File: src/verilog/tpp_pkg.sv
//==========================================================
package tpp_pkg;

  //==========================================================
  // Register word offsets (byte addresses)
  localparam logic [3:0] OFS_PIN_LEVEL  = 4'h0;
  localparam logic [3:0] OFS_LATCH      = 4'h4;
  localparam logic [3:0] OFS_DIRCTL     = 4'h8;
  localparam logic [3:0] OFS_ANALOG     = 4'hC;
  localparam logic [5:0] OFS_DATA_PORT  = 6'h10;
  localparam logic [5:0] OFS_IRQ_STAT   = 6'h14;
  localparam logic [5:0] OFS_IRQ_MASK   = 6'h18;

  //==========================================================
  // Field positions and reset values
  localparam int BIT_INFULL  = 7;
  localparam int BIT_OUTFULL = 6;
  localparam int BIT_INOVF   = 5;
  localparam int BIT_MODE    = 4;
  localparam logic [2:0] DIR_RESET    = 3'h7;
  localparam logic [3:0] ANALOG_RESET = 4'h0;
  localparam logic [3:0] ANALOG_ALLDIG = 4'h7;
  localparam logic [2:0] ZERO3        = 3'h0;
  localparam logic [7:0] ZERO8        = 8'h00;

  // Interrupt status bits: host wrote, host read, overflow
  localparam int IRQ_HOSTWR = 0;
  localparam int IRQ_HOSTRD = 1;
  localparam int IRQ_OVF    = 2;

  typedef enum logic [1:0] {
    ACC_IDLE = 2'b01,
    ACC_BUSY = 2'b10
  } tpp_acc_t;

  typedef struct packed {
    logic        hostRd;
    logic        hostWr;
  } tpp_evt_t;

  typedef struct packed {
    logic [1:0]  pinMeta;
    logic [2:0]  pinSync0;
    logic [2:0]  pinSync1;
    logic [7:0]  dataMeta;
    logic [7:0]  dataSync;
    logic [2:0]  dir_reg;
    logic [2:0]  latch_reg;
    logic [3:0]  analog_reg;
    logic        mode_reg;
    logic        inFull_reg;
    logic        outFull_reg;
    logic        inOvf_reg;
    logic [7:0]  inData_reg;
    logic [7:0]  outData_reg;
    tpp_acc_t    rdAcc;
    tpp_acc_t    wrAcc;
    logic [2:0]  irqStat_reg;
    logic [2:0]  irqMask_reg;
    logic        irq_reg;
    logic        ack_reg;
    logic [31:0] dat_reg;
    logic [2:0]  pinOut_reg;
    logic [2:0]  pinOe_reg;
    logic [7:0]  dOut_reg;
    logic        dOe_reg;
  } tpp_state_t;

  // Pins 0..2 are analog unless the config field selects all digital
  function automatic logic [2:0] tpp_analog_mask(input logic [3:0] cfg);
    tpp_analog_mask = (cfg[2:0] == ANALOG_ALLDIG[2:0]) ? ZERO3 : DIR_RESET;
  endfunction : tpp_analog_mask

endpackage : tpp_pkg

File: src/verilog/tpp_port.sv
`timescale 1ns/1ps
module tpp_port
  import tpp_pkg::*;
(
  // Clock and reset
  input  wire logic        mclk,
  input  wire logic        rst_n,
  // Wishbone slave
  input  wire logic        wb_cyc_i,
  input  wire logic        wb_stb_i,
  input  wire logic        wb_we_i,
  input  wire logic [5:0]  wb_adr_i,
  input  wire logic [3:0]  wb_sel_i,
  input  wire logic [31:0] wb_dat_i,
  output logic      [31:0] wb_dat_o,
  output logic             wb_ack_o,
  // Three port pins
  input  wire logic [2:0]  pinIn,
  output logic      [2:0]  pinOut,
  output logic      [2:0]  pinOe,
  // Eight-bit data pins of the slave port
  input  wire logic [7:0]  dataIn,
  output logic      [7:0]  dataOut,
  output logic             dataOe,
  // Interrupt
  output logic             irq
);

  tpp_state_t s, n;
  logic       wbReq;
  logic       wbWr;
  logic       wbRd;
  logic [2:0] anaMask;
  logic [2:0] lvl;
  logic       selLow;
  logic       rdLow;
  logic       wrLow;
  tpp_evt_t   ev;
  logic [2:0] irqSet;

  //==========================================================
  // Next state
  always_comb
  begin
    n       = s;
    wbReq   = wb_cyc_i && wb_stb_i && !s.ack_reg;
    wbWr    = wbReq && wb_we_i && wb_sel_i[0];
    wbRd    = wbReq && !wb_we_i;
    anaMask = tpp_analog_mask(s.analog_reg);
    lvl     = s.pinSync1 & ~anaMask;
    // Strobes only act in slave port mode
    selLow  = s.mode_reg && !s.pinSync1[2];
    rdLow   = selLow && !s.pinSync1[0];
    wrLow   = selLow && !s.pinSync1[1];
    ev      = '{hostRd: 1'b0, hostWr: 1'b0};

    // Two-flop synchronisers; only the second stage is read
    n.pinSync0 = pinIn;
    n.pinSync1 = s.pinSync0;
    n.dataMeta = dataIn;
    n.dataSync = s.dataMeta;
    n.pinMeta  = s.pinMeta;

    // Edge of the combined strobe: one access per assertion
    case (s.wrAcc)
      ACC_IDLE:
      begin
        if (wrLow)
        begin
          ev.hostWr = 1'b1;
          n.wrAcc   = ACC_BUSY;
        end
      end
      ACC_BUSY:
      begin
        if (!wrLow)
          n.wrAcc = ACC_IDLE;
      end
      default: n.wrAcc = ACC_IDLE;
    endcase
    case (s.rdAcc)
      ACC_IDLE:
      begin
        if (rdLow)
        begin
          ev.hostRd = 1'b1;
          n.rdAcc   = ACC_BUSY;
        end
      end
      ACC_BUSY:
      begin
        if (!rdLow)
          n.rdAcc = ACC_IDLE;
      end
      default: n.rdAcc = ACC_IDLE;
    endcase

    // Bus answer: one-cycle ack, unmapped reads return zero
    n.ack_reg = wbReq;
    n.dat_reg = 32'h0000_0000;
    if (wbRd)
    begin
      case (wb_adr_i)
        {2'b00, OFS_PIN_LEVEL}: n.dat_reg[2:0] = lvl;
        {2'b00, OFS_LATCH}:     n.dat_reg[2:0] = s.latch_reg;
        {2'b00, OFS_DIRCTL}:    n.dat_reg[7:0] = {s.inFull_reg, s.outFull_reg, s.inOvf_reg, s.mode_reg,
                                                   1'b0, s.dir_reg};
        {2'b00, OFS_ANALOG}:    n.dat_reg[3:0] = s.analog_reg;
        OFS_DATA_PORT:          n.dat_reg[7:0] = s.inData_reg;
        OFS_IRQ_STAT:           n.dat_reg[2:0] = s.irqStat_reg;
        OFS_IRQ_MASK:           n.dat_reg[2:0] = s.irqMask_reg;
        default:                n.dat_reg = 32'h0000_0000;
      endcase
    end

    // Software writes
    if (wbWr)
    begin
      case (wb_adr_i)
        {2'b00, OFS_PIN_LEVEL},
        {2'b00, OFS_LATCH}:  n.latch_reg = wb_dat_i[2:0];
        {2'b00, OFS_DIRCTL}:
        begin
          n.dir_reg  = wb_dat_i[2:0];
          n.mode_reg = wb_dat_i[BIT_MODE];
          if (!wb_dat_i[BIT_INOVF])
            n.inOvf_reg = 1'b0;
        end
        {2'b00, OFS_ANALOG}: n.analog_reg = wb_dat_i[3:0];
        OFS_DATA_PORT:
        begin
          n.outData_reg = wb_dat_i[7:0];
          n.outFull_reg = 1'b1;
        end
        OFS_IRQ_MASK:        n.irqMask_reg = wb_dat_i[2:0];
        default:             n.pinMeta = s.pinMeta;
      endcase
    end

    // Processor read of the data port empties the input buffer
    if (wbRd && wb_adr_i == OFS_DATA_PORT)
      n.inFull_reg = 1'b0;

    // Host side events win over software clears
    if (ev.hostWr)
    begin
      if (s.inFull_reg)
        n.inOvf_reg = 1'b1;
      n.inFull_reg = 1'b1;
      n.inData_reg = s.dataSync;
    end
    // A new word written in the same cycle keeps the flag set
    if (ev.hostRd && !(wbWr && wb_adr_i == OFS_DATA_PORT))
      n.outFull_reg = 1'b0;

    // Sticky status, cleared by reading it; a new event wins
    irqSet = {ev.hostWr && s.inFull_reg, ev.hostRd, ev.hostWr};
    if (wbRd && wb_adr_i == OFS_IRQ_STAT)
      n.irqStat_reg = irqSet;
    else
      n.irqStat_reg = s.irqStat_reg | irqSet;
    n.irq_reg = |(n.irqStat_reg & s.irqMask_reg);

    // Pin drivers: direction gates the driver even on analog pins
    n.pinOe_reg  = ~s.dir_reg;
    n.pinOut_reg = s.latch_reg & ~s.dir_reg;
    // Data bus driven while host reads
    n.dOe_reg  = rdLow;
    n.dOut_reg = rdLow ? s.outData_reg : ZERO8;
  end

  //==========================================================
  // State register
  always_ff @(posedge mclk or negedge rst_n)
  begin
    if (!rst_n)
    begin
      s             <= '0;
      s.dir_reg     <= DIR_RESET;
      s.analog_reg  <= ANALOG_RESET;
      s.pinSync0    <= DIR_RESET;
      s.pinSync1    <= DIR_RESET;
      s.rdAcc       <= ACC_IDLE;
      s.wrAcc       <= ACC_IDLE;
    end
    else
      s <= n;
  end

  //==========================================================
  // Outputs straight from flops
  assign wb_dat_o = s.dat_reg;
  assign wb_ack_o = s.ack_reg;
  assign pinOut   = s.pinOut_reg;
  assign pinOe    = s.pinOe_reg;
  assign dataOut  = s.dOut_reg;
  assign dataOe   = s.dOe_reg;
  assign irq      = s.irq_reg;

endmodule : tpp_port
File: config.mk
export PLATFORM = sky130hd
export DESIGN_NAME = tpp_port
export DESIGN_NICKNAME = d
export VERILOG_FILES = /design/src/verilog/tpp_pkg.sv /design/src/verilog/tpp_port.sv
export SDC_FILE = /design/constraint.sdc
export NUM_CORES = 1
export LEC_CHECK = 0
export ABC_AREA = 1
export BUFFER_PORTS_ARGS = -buffer_cell sky130_fd_sc_hd__buf_2
export CAP_MARGIN = 30
export CORE_MARGIN = 2
export CORE_UTILIZATION = 35
export CTS_BUF_LIST = sky130_fd_sc_hd__clkbuf_4
export CTS_CLUSTER_SIZE = 24
export DETAILED_ROUTE_END_ITERATION = 8
export GPL_TIMING_DRIVEN = 1
export HOLD_SLACK_MARGIN = 0.02
export SYNTH_ARGS = -nofsm -noshare
export SYNTH_HDL_FRONTEND = slang
export SYNTH_SLANG_ARGS = --single-unit
export TNS_END_PERCENT = 100
File: constraint.sdc
create_clock -name mclk -period 1.75 [get_ports mclk]
set_input_delay 0.0875 -clock mclk [delete_from_list [all_inputs] [get_ports mclk]]
set_output_delay 0.0875 -clock mclk [all_outputs]
set_load 0.01 [all_outputs]
==> metrics.md <==
| Metric | Value |
|---|---|
| CTS buffer count | `9` |
| Global-route wire length before repair | `~12 mm` |
| Primary FF master, synth | `dfrtp_1` |
| CP bufs+invs | `1` |
| Min-delay src | `wb_adr_i[0]` |
| Clock sinks | `87` |
| Crit-path leading delay family | `flip-flops` |
| Vias | `about 2500` |
| Post-synthesis mux area share | `0` |
| Max-cap violation count | `0` |
| Layout cell share with drive strength beyond 1 | `0.257` |
| CP max stage delay | `just under 0.6 ns` |
| Final hold viol count | `0` |
| H-tree depth | `3` |
| Synth Area per Inst | `9.85 sq um` |
| Syn-to-layout area delta | `15.0%` |
| TritonCTS clock tree | `yes` |
| DRT Pass-1 Iters | `4` |
| Most used cell, CP | `nand2_1` |
| Die Y | `about 110 microns` |
| DP Worst Slack | `roughly 0.35 ns` |
| Vias in the first global route | `between 2000 and 2500` |
| # diodes | `0` |
| I/O Pins | `around 110` |
| Async set-reset flop share out of synthesis | `1.00` |
| Most common cell after layout, fill and taps aside | `nand2_1` |
| Largest reg by FF count | `s` |
| Wire length per cell | `12.0 microns` |
| Fillers | `between 1000 and 1500` |
| Req. time, crit path | `between 2 and 2.5 ns` |
| Antenna Nets Post-Route | `0` |
| Fmax | `711 MHz` |
| Hold Crit Class | `input port to register` |
| Final Core Density | `0.415` |
| Final nets | `about 510` |
| Critical path class | `register to register` |
| Post-route clock period utilization | `0.804` |
| Final Slew Violations | `0` |
| Die span in x | `107 microns` |
| Status | `complete, no violations` |
| CP endpoint kind | `register` |
| Sequential-to-total area share from yosys stat | `0.588` |
| Critical Path Slowest Stage Cell | `dfstp_2` |
| Clk pin slew, worst setup/hold paths | `about 0.13 ns` |
| Yosys reg bits | `between 80 and 90` |
| Crit start category | `register` |
| Mapped Cells | `between 300 and 400` |
| Synth Area in Simple Gates | `0.217` |
| EDFF count, synth | `0` |
| Setup-failing EPs final | `0` |
| Vias per inst | `between 4 and 5` |
| Number of remaining DRC errors | `0` |
| Max FFs per register | `51` |
| Worst Skew | `between 0.015 and 0.02 ns` |
| Largest family of logic cells by synthesized area | `simple AND/OR/NAND/NOR gates` |
| Clk_lat worst skew | `between 0.4 and 0.5 ns` |
| Die area | `11500 sq um` |
| Final setup TNS | `0 ns` |
| Yosys warns | `0` |
| Max clock buf depth | `2` |
| Global Route Usage Sum | `0.134` |
| Worst Setup SP | `s[107]` |
| Routed wire length | `7.03 mm` |
| Most frequent cells in the layout | `nand2_1, dfrtp_1, buf_2` |
| Crit path max fanout | `10` |
| Post_cts resized | `0` |
| Data arrival time of the worst path | `1.73 ns` |
| Largest net degree at the start of global routing | `54` |
| Critical-path cell list | `nor3_2 -> and2b_1 -> inv_2 -> nand2_1 -> nand2_1 -> nand3_1` |
| Total power | `between 3000 and 4000 uW` |
| Post-synthesis compound-gate area fraction | `0.0447` |
| Reg2reg start | `s[107]` |
| GPL Wtd Cong | `roughly 0.84` |
| Setup WS post-layout | `between 0.3 and 0.4 ns` |
| Dpl hpwl | `about 5 mm` |
| Initial Util | `0.361` |
| VDD IR max | `0.322 mV` |
| Overflow after GRT | `0` |
| Leak | `roughly 0.0022 uW` |
| Xor and xnor area share after synthesis | `0` |
| Port bufs | `55` |
| Hold Slack | `0.0741 ns` |
| Yosys cell types | `30` |
| Initial antenna violation count | `0` |
| Adder-cell share of the synthesized area | `0` |
| Syn Std Cell Area | `~3700 sq um` |
| Row Count | `37` |
| Clock root cell | `clkbuf_4` |
| Drt initial violations | `about 150` |
| Core area | `between 10000 and 15000 sq um` |
| Tmin final | `1.41 ns` |
| Power Density | `784 nW/um^2` |
| RSZ-0062 raised after global routing | `no` |
## cell families after synthesis
kind of cell    after synthesis
buf+inv                      94
flops                        87
compound gates               30
simple gates                166
other cells                   1
## path summary, 6_finish.rpt
| kind | to | slack, ns | cells past startpoint |
|---|---|---|---|
| setup / recovery | irq | 0.34 | 6 |
| hold / removal | wb_dat_o[7] | 0.07 | 4 |
| setup reg to reg | irq | 0.34 | 6 |
| hold reg to reg | s[94] | 0.35 | 0 |
| max in group asynchronous | s[55] | 0.96 | 3 |
| min in group asynchronous | wb_ack_o | 0.13 | 2 |
## stage by stage
stage          cells  instance area (sq um)
3_3_place_gp     549                   3940
3_5_place_dp     549                   3940
5_1_grt          588                   4280
2_1_floorplan    401                   3810
4_1_cts          588                   4280
6_report         588                   4280
## metal layers
metal / vias up / wire length, microns / global-route usage
met5: - / 0 / 0
met3: 10 / 348 / 0.0237
met4: 0 / 120 / 0.0640
met1: 1189 / 3280 / 0.180
li1: 1255 / - / -
met2: 66 / 3290 / 0.209
## worst register-to-register path, delay by kind of cell, from the launching register on
kind                   cells  cell delay (ns)
flip-flops                 1             0.59
AND/OR/NAND/NOR            5             0.54
buffers and inverters      1             0.18
## synth_stat cells (2+ instances only)
| cell type | n | area, sq um |
|---|---|---|
| dfrtp_1 | 76 | 1900 |
| nor2_2 | 4 | 25.0 |
| o21ai_0 | 4 | 20.0 |
| inv_2 | 3 | 11.3 |
| nand3_1 | 16 | 80.1 |
| a21oi_2 | 3 | 26.3 |
| nand3_2 | 2 | 20.0 |
| o31ai_1 | 2 | 15.0 |
| clkinv_1 | 2 | 7.51 |
| nor2_4 | 6 | 67.6 |
| inv_1 | 36 | 135 |
| nand4_1 | 14 | 87.6 |
| o21ai_1 | 19 | 95.1 |
| nor2_1 | 28 | 105 |
| buf_6 | 2 | 22.5 |
| dfstp_2 | 11 | 289 |
| buf_4 | 49 | 368 |
| nand2_1 | 87 | 327 |
| a21oi_1 | 2 | 10.0 |
| nand2_2 | 2 | 12.5 |
## where the power goes
group	switching (uW)	leakage, uW	internal [uW]
registers	38.1	0.00108	2090
logic	175	0.00106	110
clock network	630	0.0000641	313
## layout make-up
cell class,instances,area (sq um),share of cell area
clock buffer,11,82.6,0.0193
clock inverter,5,26.3,0.00613
inverter,42,159,0.0371
multi-input combinational,220,1070,0.249
sequential,87,2190,0.512
tap,136,170,0.0397
timing repair buffer,87,588,0.137
## timing repair
action,CTS,global route
endpoints found under the hold margin,114,0
hold buffers,23,0
buffers inserted,0,0
No activity file was read; power rests on OpenSTA's default activity.
